===== config.mk =====
export PLATFORM = sky130hd
export DESIGN_NAME = plf_label_formatter
export DESIGN_NICKNAME = d
export VERILOG_FILES = /design/src/core/plf_pkg.sv /design/src/core/plf_out_mem.sv /design/src/core/plf_label_formatter.sv
export VERILOG_INCLUDE_DIRS = /design/src /design/src/core
export SDC_FILE = /design/constraint.sdc
export NUM_CORES = 1
export LEC_CHECK = 0
export BUFFER_PORTS_ARGS = -buffer_cell sky130_fd_sc_hd__buf_2
export CORE_MARGIN = 2
export CORE_UTILIZATION = 60
export DETAILED_ROUTE_END_ITERATION = 10
export PLACE_DENSITY = 0.77
export SETUP_SLACK_MARGIN = 0.2
export SLEW_MARGIN = 25
export SYNTH_ARGS = -nofsm -noshare
export SYNTH_HDL_FRONTEND = slang
export SYNTH_SLANG_ARGS = --single-unit

===== constraint.sdc =====
create_clock -name CLK -period 7.1 [get_ports CLK]
set_clock_uncertainty 0.2 [all_clocks]
set_input_delay 0.71 -clock CLK [delete_from_list [all_inputs] [get_ports CLK]]
set_output_delay 0.71 -clock CLK [all_outputs]
set_load 0.01 [all_outputs]

===== src/core/plf_params.svh =====
`ifndef PLF_PARAMS_SVH
`define PLF_PARAMS_SVH

// Bus addresses, read bit included, chosen by the address select pin
`define PLF_ADDR_AS_HIGH 8'h21
`define PLF_ADDR_AS_LOW 8'h23

// Output bytes per message and their index width
`define PLF_NUM_BYTES 7
`define PLF_IDX_W 3
`define PLF_LAST_IDX 3'h6
`define PLF_END_IDX 3'h7

// Source byte numbering of the decoded message
`define PLF_SRC_FIRST 13
`define PLF_SRC_LAST 25
`define PLF_SRC_IDX_W 5

// Source byte feeding the high and low nibble of output bytes one to six, and the high nibble of byte seven
`define PLF_SRC_B1_HI 16
`define PLF_SRC_B1_LO 17
`define PLF_SRC_B2_HI 18
`define PLF_SRC_B2_LO 19
`define PLF_SRC_B3_HI 20
`define PLF_SRC_B3_LO 21
`define PLF_SRC_B4_HI 22
`define PLF_SRC_B4_LO 23
`define PLF_SRC_B5_HI 14
`define PLF_SRC_B5_LO 15
`define PLF_SRC_B6_HI 24
`define PLF_SRC_B6_LO 25
`define PLF_SRC_B7_HI 13

// Padding and fill values
`define PLF_PAD_NIBBLE 4'hf
`define PLF_FILL_BYTE 8'hff

// Serial bit counting
`define PLF_BITS_PER_BYTE 4'h8
`define PLF_LAST_BIT 4'h7

// Reset values
`define PLF_RST_BYTE 8'h00
`define PLF_RST_NIBBLE 4'h0

`endif


===== src/core/plf_pkg.sv =====
package plf_pkg;

   typedef logic [3:0] plf_nib_t;
   typedef logic [7:0] plf_byte_t;

   typedef enum logic [2:0] {
      PLF_IDLE,
      PLF_ADDR,
      PLF_ADDR_ACK,
      PLF_TX,
      PLF_TX_ACK
   } plf_bus_state_e;

endpackage : plf_pkg


===== src/core/plf_out_mem.sv =====
`timescale 1ns/1ps

// Output byte bank, one write port and one registered read port
module plf_out_mem #(
   parameter int WIDTH = 8,
   parameter int DEPTH = 7,
   parameter int AW = 3
) (
   input wire logic CLK,
   input wire logic SYS_RST,
   input wire logic CLK_EN,
   input wire logic WR_EN,
   input wire logic [AW-1:0] WR_ADDR,
   input wire logic [WIDTH-1:0] WR_DATA,
   input wire logic RD_EN,
   input wire logic [AW-1:0] RD_ADDR,
   output logic [WIDTH-1:0] RD_DATA
);

   logic [WIDTH-1:0] mem_ff [0:DEPTH-1];

   always_ff @(posedge CLK) begin
      if (CLK_EN && WR_EN) begin
         mem_ff[WR_ADDR] <= WR_DATA;
      end
   end

   always_ff @(posedge CLK or posedge SYS_RST) begin
      if (SYS_RST) begin
         RD_DATA <= '0;
      end else if (CLK_EN && RD_EN) begin
         RD_DATA <= mem_ff[RD_ADDR];
      end
   end

endmodule : plf_out_mem


===== src/core/plf_label_formatter.sv =====
`timescale 1ns/1ps
`include "plf_params.svh"

// How it works
// - Seven output bytes go out in order, first to seventh, per read.
// - Byte one: source 16 then 17 nibbles, each bit-reversed.
// - Byte two: source 18 then 19 nibbles, each bit-reversed.
// - Byte three: source 20 then 21 nibbles, each bit-reversed.
// - Byte four: source 22 then 23 nibbles, each bit-reversed.
// - Byte five: source 14 then 15 nibbles, unallocated bits passed too.
// - Byte six: source 24 then 25 nibbles, each bit-reversed.
// - Byte seven: source 13 nibble reversed on top, low four bits ones.
// - Each byte is shifted out most significant bit first.
// - Read-only slave; address picked by select pin; write requests ignored.
// - Only error-free messages are copied; copy drives data available low.
module plf_label_formatter (
   input wire logic CLK,
   input wire logic SYS_RST,
   input wire logic CLK_EN,
   input wire logic SCL_IN,
   input wire logic SDA_IN,
   output logic SDA_OUT,
   output logic SDA_OE,
   input wire logic ADDRESS_SELECT_PIN,
   output logic DATA_AVAILABLE_N,
   input wire logic MSG_WR,
   input wire logic [`PLF_SRC_IDX_W-1:0] MSG_IDX,
   input wire plf_pkg::plf_nib_t MSG_NIBBLE,
   input wire logic MSG_END,
   input wire logic MSG_BAD,
   output logic MSG_READY,
   output logic BUSY
);
   import plf_pkg::*;

   // Pin synchronisers and edge history
   logic scl_s1_ff, scl_s2_ff, scl_d_ff;
   logic sda_s1_ff, sda_s2_ff, sda_d_ff;
   logic sel_s1_ff, sel_s2_ff;
   logic scl_rise, scl_fall, bus_start, bus_stop;
   plf_byte_t own_addr;

   // Message staging and commit
   plf_nib_t src_ff [`PLF_SRC_FIRST:`PLF_SRC_LAST];
   logic pending_ff;
   logic commit_act_ff;
   logic [`PLF_IDX_W-1:0] commit_idx_ff;
   plf_byte_t commit_data;

   // Fetch and two-entry buffer
   logic [`PLF_IDX_W-1:0] rd_idx_ff;
   logic rd_pend_ff;
   logic fetch;
   plf_byte_t mem_rdata;
   plf_byte_t buf0_ff, buf1_ff;
   logic [1:0] buf_cnt_ff;
   logic buf_in_ready, buf_out_valid, buf_push, buf_pop;

   // Serial engine
   plf_bus_state_e state_ff;
   logic [3:0] bit_cnt_ff;
   plf_byte_t rx_sh_ff;
   plf_byte_t tx_sh_ff;
   logic ack_ff;
   logic load_evt, addr_hit;
   plf_byte_t next_byte;

   function automatic plf_nib_t rev_nib(input plf_nib_t n);
      rev_nib = {n[0], n[1], n[2], n[3]};
   endfunction : rev_nib

   function automatic plf_byte_t pack_byte(input plf_nib_t hi, input plf_nib_t lo);
      pack_byte = {rev_nib(hi), rev_nib(lo)};
   endfunction : pack_byte

   always_ff @(posedge CLK or posedge SYS_RST) begin
      if (SYS_RST) begin
         scl_s1_ff <= 1'b1;
         scl_s2_ff <= 1'b1;
         scl_d_ff <= 1'b1;
         sda_s1_ff <= 1'b1;
         sda_s2_ff <= 1'b1;
         sda_d_ff <= 1'b1;
         sel_s1_ff <= 1'b1;
         sel_s2_ff <= 1'b1;
      end else if (CLK_EN) begin
         scl_s1_ff <= SCL_IN;
         scl_s2_ff <= scl_s1_ff;
         scl_d_ff <= scl_s2_ff;
         sda_s1_ff <= SDA_IN;
         sda_s2_ff <= sda_s1_ff;
         sda_d_ff <= sda_s2_ff;
         sel_s1_ff <= ADDRESS_SELECT_PIN;
         sel_s2_ff <= sel_s1_ff;
      end
   end

   assign scl_rise = scl_s2_ff & ~scl_d_ff;
   assign scl_fall = ~scl_s2_ff & scl_d_ff;
   assign bus_start = scl_s2_ff & scl_d_ff & sda_d_ff & ~sda_s2_ff;
   assign bus_stop = scl_s2_ff & scl_d_ff & ~sda_d_ff & sda_s2_ff;
   assign own_addr = sel_s2_ff ? `PLF_ADDR_AS_HIGH : `PLF_ADDR_AS_LOW;

   // Staging bank, refused while a finished message waits for its copy
   always_ff @(posedge CLK or posedge SYS_RST) begin
      if (SYS_RST) begin
         for (int i = `PLF_SRC_FIRST; i <= `PLF_SRC_LAST; i++) begin
            src_ff[i] <= `PLF_RST_NIBBLE;
         end
      end else if (CLK_EN && MSG_WR && !pending_ff) begin
         if (MSG_IDX >= `PLF_SRC_IDX_W'(`PLF_SRC_FIRST) &&
             MSG_IDX <= `PLF_SRC_IDX_W'(`PLF_SRC_LAST)) begin
            src_ff[MSG_IDX] <= MSG_NIBBLE;
         end
      end
   end

   assign MSG_READY = ~pending_ff;

   // A bad message is simply dropped; staging is overwritten by the next one
   always_ff @(posedge CLK or posedge SYS_RST) begin
      if (SYS_RST) begin
         pending_ff <= 1'b0;
      end else if (CLK_EN) begin
         if (commit_act_ff && commit_idx_ff == `PLF_LAST_IDX) begin
            pending_ff <= 1'b0;
         end else if (MSG_END && !MSG_BAD && !pending_ff) begin
            pending_ff <= 1'b1;
         end
      end
   end

   // Copy waits until no transfer is running
   always_ff @(posedge CLK or posedge SYS_RST) begin
      if (SYS_RST) begin
         commit_act_ff <= 1'b0;
         commit_idx_ff <= '0;
      end else if (CLK_EN) begin
         if (commit_act_ff) begin
            commit_idx_ff <= commit_idx_ff + 1'b1;
            if (commit_idx_ff == `PLF_LAST_IDX) begin
               commit_act_ff <= 1'b0;
            end
         end else if (pending_ff && !BUSY) begin
            commit_act_ff <= 1'b1;
            commit_idx_ff <= '0;
         end
      end
   end

   always_comb begin
      case (commit_idx_ff)
         3'h0: commit_data = pack_byte(src_ff[`PLF_SRC_B1_HI], src_ff[`PLF_SRC_B1_LO]);
         3'h1: commit_data = pack_byte(src_ff[`PLF_SRC_B2_HI], src_ff[`PLF_SRC_B2_LO]);
         3'h2: commit_data = pack_byte(src_ff[`PLF_SRC_B3_HI], src_ff[`PLF_SRC_B3_LO]);
         3'h3: commit_data = pack_byte(src_ff[`PLF_SRC_B4_HI], src_ff[`PLF_SRC_B4_LO]);
         3'h4: commit_data = pack_byte(src_ff[`PLF_SRC_B5_HI], src_ff[`PLF_SRC_B5_LO]);
         3'h5: commit_data = pack_byte(src_ff[`PLF_SRC_B6_HI], src_ff[`PLF_SRC_B6_LO]);
         3'h6: commit_data = {rev_nib(src_ff[`PLF_SRC_B7_HI]), `PLF_PAD_NIBBLE};
         default: commit_data = `PLF_FILL_BYTE;
      endcase
   end

   // Copy wins over a read acknowledge landing in the same cycle
   always_ff @(posedge CLK or posedge SYS_RST) begin
      if (SYS_RST) begin
         DATA_AVAILABLE_N <= 1'b1;
      end else if (CLK_EN) begin
         if (commit_act_ff && commit_idx_ff == `PLF_LAST_IDX) begin
            DATA_AVAILABLE_N <= 1'b0;
         end else if (addr_hit) begin
            DATA_AVAILABLE_N <= 1'b1;
         end
      end
   end

   plf_out_mem #(
      .WIDTH(8),
      .DEPTH(`PLF_NUM_BYTES),
      .AW(`PLF_IDX_W)
   ) u_out_mem (
      .CLK(CLK),
      .SYS_RST(SYS_RST),
      .CLK_EN(CLK_EN),
      .WR_EN(commit_act_ff),
      .WR_ADDR(commit_idx_ff),
      .WR_DATA(commit_data),
      .RD_EN(fetch),
      .RD_ADDR(rd_idx_ff),
      .RD_DATA(mem_rdata)
   );

   // Fetch holds off during a copy so one transfer never mixes messages
   assign fetch = BUSY && !commit_act_ff && !rd_pend_ff && buf_in_ready &&
                  rd_idx_ff != `PLF_END_IDX && !bus_start && !bus_stop;

   always_ff @(posedge CLK or posedge SYS_RST) begin
      if (SYS_RST) begin
         rd_idx_ff <= '0;
         rd_pend_ff <= 1'b0;
      end else if (CLK_EN) begin
         if (bus_start || bus_stop) begin
            rd_idx_ff <= '0;
            rd_pend_ff <= 1'b0;
         end else begin
            rd_pend_ff <= fetch;
            if (fetch) begin
               rd_idx_ff <= rd_idx_ff + 1'b1;
            end
         end
      end
   end

   assign buf_in_ready = buf_cnt_ff != 2'h2;
   assign buf_out_valid = buf_cnt_ff != 2'h0;
   assign buf_push = rd_pend_ff;
   assign buf_pop = load_evt && buf_out_valid;

   always_ff @(posedge CLK or posedge SYS_RST) begin
      if (SYS_RST) begin
         buf0_ff <= `PLF_RST_BYTE;
         buf1_ff <= `PLF_RST_BYTE;
         buf_cnt_ff <= 2'h0;
      end else if (CLK_EN) begin
         if (bus_start || bus_stop) begin
            buf_cnt_ff <= 2'h0;
         end else begin
            case ({buf_push, buf_pop})
               2'b10: begin
                  if (buf_cnt_ff == 2'h0) begin
                     buf0_ff <= mem_rdata;
                  end else begin
                     buf1_ff <= mem_rdata;
                  end
                  buf_cnt_ff <= buf_cnt_ff + 2'h1;
               end
               2'b01: begin
                  buf0_ff <= buf1_ff;
                  buf_cnt_ff <= buf_cnt_ff - 2'h1;
               end
               2'b11: begin
                  if (buf_cnt_ff == 2'h1) begin
                     buf0_ff <= mem_rdata;
                  end else begin
                     buf0_ff <= buf1_ff;
                     buf1_ff <= mem_rdata;
                  end
               end
               default: begin
                  buf_cnt_ff <= buf_cnt_ff;
               end
            endcase
         end
      end
   end

   // Serial engine
   assign addr_hit = state_ff == PLF_ADDR && scl_fall && bit_cnt_ff == `PLF_BITS_PER_BYTE &&
                     rx_sh_ff == own_addr;
   assign load_evt = scl_fall && !bus_start && !bus_stop &&
                     (state_ff == PLF_ADDR_ACK || (state_ff == PLF_TX_ACK && ack_ff));
   assign next_byte = buf_out_valid ? buf0_ff : `PLF_FILL_BYTE;
   assign BUSY = state_ff != PLF_IDLE;
   assign SDA_OUT = 1'b0;

   always_ff @(posedge CLK or posedge SYS_RST) begin
      if (SYS_RST) begin
         state_ff <= PLF_IDLE;
         bit_cnt_ff <= 4'h0;
         rx_sh_ff <= `PLF_RST_BYTE;
         tx_sh_ff <= `PLF_FILL_BYTE;
         ack_ff <= 1'b0;
         SDA_OE <= 1'b0;
      end else if (CLK_EN) begin
         if (bus_start) begin
            state_ff <= PLF_ADDR;
            bit_cnt_ff <= 4'h0;
            SDA_OE <= 1'b0;
         end else if (bus_stop) begin
            state_ff <= PLF_IDLE;
            SDA_OE <= 1'b0;
         end else begin
            case (state_ff)
               PLF_ADDR: begin
                  if (scl_rise && bit_cnt_ff != `PLF_BITS_PER_BYTE) begin
                     rx_sh_ff <= {rx_sh_ff[6:0], sda_s2_ff};
                     bit_cnt_ff <= bit_cnt_ff + 4'h1;
                  end else if (scl_fall && bit_cnt_ff == `PLF_BITS_PER_BYTE) begin
                     if (addr_hit) begin
                        SDA_OE <= 1'b1;
                        state_ff <= PLF_ADDR_ACK;
                     end else begin
                        state_ff <= PLF_IDLE;
                     end
                  end
               end
               PLF_ADDR_ACK, PLF_TX_ACK: begin
                  if (scl_rise) begin
                     ack_ff <= ~sda_s2_ff;
                  end
                  if (load_evt) begin
                     tx_sh_ff <= next_byte;
                     SDA_OE <= ~next_byte[7];
                     bit_cnt_ff <= 4'h0;
                     state_ff <= PLF_TX;
                  end else if (scl_fall) begin
                     SDA_OE <= 1'b0;
                     state_ff <= PLF_IDLE;
                  end
               end
               PLF_TX: begin
                  if (scl_fall) begin
                     if (bit_cnt_ff == `PLF_LAST_BIT) begin
                        SDA_OE <= 1'b0;
                        ack_ff <= 1'b0;
                        state_ff <= PLF_TX_ACK;
                     end else begin
                        tx_sh_ff <= {tx_sh_ff[6:0], 1'b1};
                        SDA_OE <= ~tx_sh_ff[6];
                        bit_cnt_ff <= bit_cnt_ff + 4'h1;
                     end
                  end
               end
               default: begin
                  SDA_OE <= 1'b0;
                  state_ff <= PLF_IDLE;
               end
            endcase
         end
      end
   end

endmodule : plf_label_formatter


==> results by group, run 1 <==
Flow run
  • Maxcap violations: 0

Synthesis
  • Synth Area in Simple Gates: 9.43%
  • Async set-reset flop share out of synthesis: 68.2%
  • Leading post-synthesis cells by cell area: dfrtp_1 32%, edfxtp_1 21%, mux2_2 13%
  • Synth area leader: dfrtp_1
  • Largest family of logic cells by synthesized area: multiplexers
  • Xor/xnor share of the synthesized area: 0.543%
  • Yosys cell types: 58
  • Synth Cell Area: 8070 um2
  • Register area share after synthesis: 58.3%
  • Warnings, synthesis: 0
  • Mean area per synthesized cell: 12.8 um2
  • Post-Synth Adder-Cell Area: 1.86%
  • Ys flop type: dfrtp_1
  • Seq cells post-synth: 176
  • EDFF count, synth: 56
  • Synth Area in Compound Gates: 8.42%
  • Mux cell area share after synthesis: 18.7%
  • Mapped Cells: 632
  • Net Count, Synth: 662
  • Top cell type's share of synthesized area: 32.2%

Worst setup path
  • CP Launch Type: flip-flop
  • Critical path class: flip-flop to flip-flop
  • Critical Path AT: 3.02 ns
  • Worst reg2reg path endpoint: u_out_mem.mem_ff[1][2]
  • Worst r2r src: commit_idx_ff[2]
  • WP data required: 7.04 ns
  • Crit end category: flip-flop
  • Setup slack, reg-to-reg: 4.01 ns
  • Reg2Reg Depth: 5
  • Worst-path maximum fanout: 21

CTS
  • Post_cts resized: 0
  • CTS tree: yes
  • H-tree Lvls: 4
  • CTS Sinks: 176
  • Post-CTS setup buffer count: 0
  • Clock-pin slew on the worst setup and hold paths: 0.06 ns
  • CTS buffer count: 17
  • Clock root cell: clkbuf_16
  • Max clock buf depth: 2
  • CTS Hold Bufs: 0
  • Worst-Skew Late Latency: 0.43 ns

STA
  • Worst-margin pin slew: 0.886 ns
  • F_max: 324 MHz
  • Final setup fails: 0
  • Slew Limit Fails: 0
  • Final period utilization: 43.5%
  • Setup TNS: 0 ns
  • RSZ-0062 raised after global routing: false
  • Slew headroom: 40.7%
  • Hold Violations, Final: 0
  • Tmin final: 3.09 ns

Place
  • Placed cell area: 8290 um2
  • GPL Wtd Cong: 0.900
  • I/O Buffers: 21
  • DPL Wire Length: 10500 um

Power and ir drop
  • Peak supply drop: 0.000240 V
  • PwrDens: 336 nW/um2
  • Leakage: 3.75 nW

Floorplan
  • Initial Utilization: 61.2%
  • Row count: 42
  • Die width: 120 um
  • Die H: 120 um
  • Core Area: 13200 um2
  • Io pins: 23
  • Die ar.: 14400 um2

Finish
  • FILL cells: 960
  • Post-layout instance area: 8860 um2
  • Final core occ: 67.1%
  • Commonest non-fill, non-tap cell in the layout: dfrtp_1
  • Multi-input logic area: 3150 um2
  • Storage element area: 4710 um2
  • Nets: 676
  • Area grow syn2layout: 9.74%
  • Most frequent cells in the layout: 103 x dfrtp_1, 95 x mux2_2, 56 x edfxtp_1
  • Layout cell share with drive strength beyond 1: 28.1%
  • Antenna cells: 0

Drt
  • Avg WL per Cell: 18.9 um
  • Via Count: 5020
  • DRC: 0
  • Initial DRC count: 445
  • 1st-pass router iterations: 5
  • Antenna viol nets, final: 0
  • Vias per cell: 6.01
  • Drt total wl: 15800 um

Global routing
  • Vias in the first global route: 5245
  • Global route overflow: 0
  • Pin count of the biggest net entering global routing: 69
  • First-pass GRT wire length: 26600 um
  • GRT Overall Usage: 24.0%
  • Initial antenna violation count: 0

Outcome
  • Status: completed

Worst hold path
  • Worst hold path type: primary input to async pin
metrics by stage:
| step | setup slack (ns) | cells | power, W | hold slack [ns] |
|---|---|---|---|---|
| 6_report | 4.01 | 835 | 0.00297 | 0.167 |
| 5_1_grt | 3.78 | 835 | 0.00313 | 0.226 |
| 4_1_cts | 3.77 | 835 | 0.00299 | 0.190 |
| 3_5_place_dp | 3.79 | 803 | 0.00210 | 0.290 |
| 3_3_place_gp | 4.07 | 803 | 0.00205 | 0.284 |
| 2_1_floorplan | 3.03 | 632 | 0.00191 | 0.266 |
layer usage:
layer / part of all wire (%) / global-route usage (%) / vias to the layer above / wire length, um
met3: 3.9 / 5.42 / 19 / 620
li1: - / - / 2346 / -
met2: 51 / 40.1 / 115 / 8080
met4: 1.4 / 7.65 / 0 / 224
met5: 0 / 0 / - / 0
met1: 43 / 31.3 / 2540 / 6850
cells by family after synthesis:
group	count (synthesis)
muxes	129
AOI/OAI and AO/OA	100
adders and majority gates	12
xor gates and xnor gates	5
buffers and inverters	50
other	1
and+or+nand+nor	159
DFF	176
cell usage after synthesis, types with 4 or more instances:
| library cell | instances |
|---|---|
| a21oi_1 | 24 |
| a221oi_1 | 7 |
| a222oi_1 | 4 |
| a22oi_1 | 4 |
| buf_2 | 6 |
| buf_4 | 4 |
| clkbuf_1 | 20 |
| dfrtp_1 | 104 |
| dfstp_2 | 16 |
| edfxtp_1 | 56 |
| ha_1 | 12 |
| inv_1 | 17 |
| mux2_2 | 95 |
| mux2i_1 | 26 |
| mux4_2 | 8 |
| nand2_1 | 45 |
| nand2b_1 | 5 |
| nand3_1 | 11 |
| nand3b_1 | 4 |
| nor2_1 | 54 |
| nor3_1 | 10 |
| nor4_1 | 5 |
| o21ai_0 | 34 |
| xnor2_1 | 5 |
sequential cells by signal, summed over array words and instances (netlist names), 2 cells and up:
signal / flops
u_out_mem.mem_ff: 56
src_ff: 52
buf0_ff: 8
buf1_ff: 8
rx_sh_ff: 8
u_out_mem.RD_DATA: 8
tx_sh_ff: 7
bit_cnt_ff: 4
commit_idx_ff: 3
rd_idx_ff: 3
state_ff: 3
buf_cnt_ff: 2
report_power, final:
part / total, W / leakage (nW) / internal (W) / switching, W
sequential: 0.00148 / 2.05 / 0.00133 / 0.000148
combinational: 0.000609 / 1.44 / 0.000251 / 0.000358
clock: 0.000888 / 0.262 / 0.000514 / 0.000374
how the worst max path moves through the flow:
stage | from | to | slack [ns] | depth (start not counted)
2_1_floorplan | SYS_RST | SDA_OE | 3.03 | 1
3_3_place_gp | commit_idx_ff[2] | u_out_mem.mem_ff[2][1] | 4.07 | 5
3_5_place_dp | commit_idx_ff[2] | u_out_mem.mem_ff[2][2] | 3.79 | 5
4_1_cts | commit_idx_ff[2] | u_out_mem.mem_ff[1][2] | 3.77 | 5
5_1_grt | commit_idx_ff[2] | u_out_mem.mem_ff[2][1] | 3.78 | 5
6_report | commit_idx_ff[2] | u_out_mem.mem_ff[1][2] | 4.01 | 5
area by class of cell:
class	count	share of cell area, %
clock buffers	21	4.97
clock inverters	11	1.30
inverters	18	0.791
multi-input cells	406	35.6
flip-flops and latches	176	53.1
well taps	176	2.49
repair buffers	27	1.70
worst max-delay path, cell delays in order, from the launching register on:
cell,delay (ns)
dfrtp_1,0.81
inv_1,0.28
ha_1,0.40
nor4_2,0.67
a211oi_1,0.13
o21ai_0,0.29
No activity file was read; power rests on OpenSTA's default activity.
==> run 2: changes to the inputs <==
--- a/config.mk
+++ b/config.mk
@@ -6,11 +6,12 @@
 export SDC_FILE = /design/constraint.sdc
 export NUM_CORES = 1
 export LEC_CHECK = 0
+export ABC_AREA = 1
 export BUFFER_PORTS_ARGS = -buffer_cell sky130_fd_sc_hd__buf_2
 export CORE_MARGIN = 2
-export CORE_UTILIZATION = 60
+export CORE_UTILIZATION = 56
 export DETAILED_ROUTE_END_ITERATION = 10
-export PLACE_DENSITY = 0.77
+export PLACE_DENSITY = 0.76
 export SETUP_SLACK_MARGIN = 0.2
 export SLEW_MARGIN = 25
 export SYNTH_ARGS = -nofsm -noshare
==> constraint.sdc (replaced) <==
create_clock -name CLK -period 2.65 [get_ports CLK]
set_clock_uncertainty 0.2 [all_clocks]
set_input_delay 0.265 -clock CLK [delete_from_list [all_inputs] [get_ports CLK]]
set_output_delay 0.265 -clock CLK [all_outputs]
set_load 0.01 [all_outputs]
==> run 2 against run 1 <==
Sequential cell count did not move. Worst hold slack got worse by 0.12 ns. Final area rose by 3.9%. Non-clock buffer count rose by 23. Die area rose by 8.3%. Area after synthesis rose by 1.4%. Synthesized cell count rose by 38%. Final cell count rose by 33%. Critical endpoint is now u_out_mem.mem_ff[4][7]. Clock power rose to 2.6 times the previous value. Core utilization fell by 3.3 points. First-iteration DRC count fell by 1.3%. Via count rose by 22%.
==> results by group, run 2 <==
STA
  • Slew headroom: 47.8% (was 40.7%)
  • Worst-margin pin slew: 0.782 ns (was 0.886 ns)
  • Final period utilization: 84.5% (was 43.5%)
  • F_max: 447 MHz (was 324 MHz)
  • RSZ-0062 raised after global routing: false (unchanged)
  • Slew Limit Fails: 0 (unchanged)
  • Final setup fails: 0 (unchanged)
  • Tmin final: 2.24 ns (was 3.09 ns)
  • Hold Violations, Final: 0 (unchanged)
  • Setup TNS: 0 ns (unchanged)

Synthesis
  • Xor/xnor share of the synthesized area: 0.214% (was 0.543%)
  • Mux cell area share after synthesis: 0% (was 18.7%)
  • Synth Area in Simple Gates: 22.4% (was 9.43%)
  • Async set-reset flop share out of synthesis: 68.2% (unchanged)
  • Synth Cell Area: 8180 um2 (was 8070 um2)
  • Synth Area in Compound Gates: 12.6% (was 8.42%)
  • Net Count, Synth: 904 (was 662)
  • Leading post-synthesis cells by cell area: dfrtp_1 32%, edfxtp_1 21%, nand2_1 11% (was dfrtp_1 32%, edfxtp_1 21%, mux2_2 13%)
  • Synth top cells by count: 231 x nand2_1, 104 x dfrtp_1, 71 x nor2_1 (was 104 x dfrtp_1, 95 x mux2_2, 56 x edfxtp_1)
  • Yosys cell types: 48 (was 58)
  • Synth area leader: dfrtp_1 (unchanged)
  • Largest family of logic cells by synthesized area: simple AND/OR/NAND/NOR gates (was multiplexers)
  • Most common cell in the netlist: nand2_1 (was dfrtp_1)
  • Top cell type's share of synthesized area: 31.8% (was 32.2%)
  • Seq cells post-synth: 176 (unchanged)
  • EDFF count, synth: 56 (unchanged)
  • Mapped Cells: 874 (was 632)
  • Warnings, synthesis: 0 (unchanged)
  • Mean area per synthesized cell: 9.36 um2 (was 12.8 um2)
  • Post-Synth Adder-Cell Area: 1.83% (was 1.86%)
  • Register area share after synthesis: 57.5% (was 58.3%)
  • Ys flop type: dfrtp_1 (unchanged)

Finish
  • Most frequent cells in the layout: 231 x nand2_1, 104 x dfrtp_1, 71 x nor2_1 (was 103 x dfrtp_1, 95 x mux2_2, 56 x edfxtp_1)
  • Antenna cells: 0 (unchanged)
  • Layout cell share with drive strength beyond 1: 14.5% (was 28.1%)
  • Nets: 947 (was 676)
  • Multi-input logic area: 3040 um2 (was 3150 um2)
  • Storage element area: 4700 um2 (was 4710 um2)
  • Top Registers: u_out_mem.mem_ff: 56 flops, src_ff: 52 flops (unchanged)
  • Final core occ: 63.8% (was 67.1%)
  • Max reg flops: 56 (unchanged)
  • Commonest non-fill, non-tap cell in the layout: nand2_1 (was dfrtp_1)
  • Most flops, register: u_out_mem.mem_ff (unchanged)
  • Area grow syn2layout: 12.5% (was 9.74%)
  • FILL cells: 1184 (was 960)
  • Post-layout instance area: 9210 um2 (was 8860 um2)

Worst setup path
  • Worst r2r src: commit_idx_ff[0] (was commit_idx_ff[2])
  • Max incr delay on CP: 0.39 ns (was 0.81 ns)
  • Critical path's slowest cell: dfrtp_1 (unchanged)
  • Worst-path cell chain: inv_1 > ha_1 > nand2_1 > inv_1 > a221oi_1 > nand4_1 (was inv_1 > ha_1 > nor4_2 > a211oi_1 > o21ai_0)
  • Buf/Inv on CP: 2 (was 1)
  • CP Launch Type: flip-flop (unchanged)
  • CP delay by family, top: simple AND/OR/NAND/NOR gates (was flip-flops)
  • Crit end category: flip-flop (unchanged)
  • Setup slack, reg-to-reg: 0.41 ns (was 4.01 ns)
  • WP data required: 2.54 ns (was 7.04 ns)
  • Critical Path AT: 2.13 ns (was 3.02 ns)
  • Most common cell on crit path: inv_1
  • Critical path class: flip-flop to flip-flop (unchanged)
  • Worst reg2reg path endpoint: u_out_mem.mem_ff[4][7] (was u_out_mem.mem_ff[1][2])
  • Reg2Reg Depth: 6 (was 5)
  • Worst-path maximum fanout: 10 (was 21)

Floorplan
  • Die H: 125 um (was 120 um)
  • Die ar.: 15600 um2 (was 14400 um2)
  • Row count: 44 (was 42)
  • Initial Utilization: 56.7% (was 61.2%)
  • Die width: 125 um (was 120 um)
  • Core Area: 14400 um2 (was 13200 um2)
  • Io pins: 23 (unchanged)

CTS
  • Clock root cell: clkbuf_16 (unchanged)
  • Clock-pin slew on the worst setup and hold paths: 0.07 ns (was 0.06 ns)
  • CTS buffer count: 17 (unchanged)
  • CTS Sinks: 176 (unchanged)
  • CTS tree: yes (unchanged)
  • Post_cts resized: 0 (unchanged)
  • Worst-Skew Late Latency: 0.43 ns (about the same)
  • H-tree Lvls: 4 (unchanged)
  • Max clock buf depth: 2 (unchanged)

Flow run
  • Maxcap violations: 0 (unchanged)

Worst hold path
  • Worst hold path type: primary input to flip-flop (was primary input to async pin)
  • WHS Path Cells: 2
  • Worst Hold End: buf_push
  • Hold Path Origin: CLK_EN

Drt
  • Antenna viol nets, final: 0 (unchanged)
  • Avg WL per Cell: 15.8 um (was 18.9 um)
  • Initial DRC count: 439 (was 445)
  • Via Count: 6131 (was 5020)
  • Drt total wl: 17500 um (was 15800 um)
  • DRC: 0 (unchanged)
  • Vias per cell: 5.50 (was 6.01)
  • 1st-pass router iterations: 4 (was 5)

Power and ir drop
  • Leakage: 4.02 nW (was 3.75 nW)
  • PwrDens: 811 nW/um2 (was 336 nW/um2)
  • Peak supply drop: 0.000549 V (was 0.000240 V)

Place
  • Placed cell area: 8540 um2 (was 8290 um2)
  • I/O Buffers: 21 (unchanged)
  • GPL Wtd Cong: 0.926 (was 0.900)
  • DPL Wire Length: 12100 um (was 10500 um)

Global routing
  • First-pass GRT wire length: 29600 um (was 26600 um)
  • Pin count of the biggest net entering global routing: 47 (was 69)
  • Global route overflow: 0 (unchanged)
  • GRT Overall Usage: 23.8% (was 24.0%)
  • Vias in the first global route: 5977 (was 5245)
  • Initial antenna violation count: 0 (unchanged)

Outcome
  • Status: completed (unchanged)
[run 2: cells by family (layout without fill, tap and decap cells)]
family	Yosys count	count (layout)
buf+inv	105	161
flops	176	176
compound gates	170	170
simple gates	408	408
xor+xnor	2	2
fa+ha+maj	12	12
other cells	1	1
[run 2: what timing repair did]
action,4_1_cts,5_1_grt
endpoints found under the setup margin,0,7
hold endpoints to repair,28,0
setup buffers,0,1
hold buffers,10,0
[run 2: final cells by class]
cell class | instances | share of cell area [%]
Multi-Input combinational cell | 593 | 33.0
Clock buffer | 18 | 4.89
Tap cell | 184 | 2.50
Inverter | 79 | 3.32
Clock inverter | 14 | 1.14
Timing Repair Buffer | 50 | 4.05
Sequential cell | 176 | 51.1
[run 2: worst max-delay path by stage]
stage | from | endpoint | cells after the start | slack, ns
after detailed placement | commit_idx_ff[0] | u_out_mem.mem_ff[5][4] | 7 | 0.44
after global routing | commit_idx_ff[0] | u_out_mem.mem_ff[6][7] | 6 | 0.24
final | commit_idx_ff[0] | u_out_mem.mem_ff[4][7] | 6 | 0.41
after global placement | commit_idx_ff[0] | u_out_mem.mem_ff[4][4] | 7 | 0.51
after floorplan | commit_idx_ff[2] | u_out_mem.mem_ff[0][1] | 7 | 0.50
after CTS | commit_idx_ff[1] | u_out_mem.mem_ff[3][6] | 6 | 0.42
[run 2: where the power goes]
part | switching [W] | internal [W]
sequential | 0.000153 | 0.00333
clock | 0.00108 | 0.00126
combinational | 0.00111 | 0.000526
total | 0.00234 | 0.00512
[run 2: per-stage QoR]
step / hold WS (ns) / total power [W] / instances / setup WS (ns)
final: 0.0486 / 0.00746 / 1114 / 0.410
after CTS: 0.0199 / 0.00748 / 1113 / 0.420
after global routing: 0.0550 / 0.00785 / 1114 / 0.243
after floorplan: 0.161 / 0.00462 / 874 / 0.499
after global placement: 0.235 / 0.00507 / 1071 / 0.506
after detailed placement: 0.244 / 0.00514 / 1071 / 0.437
[run 2: per-layer routing]
layer	global-route usage (%)	share of wire, %
met1	30.0	43
met2	40.6	51
met4	8.82	2.2
met5	0	0
met3	4.94	3.8
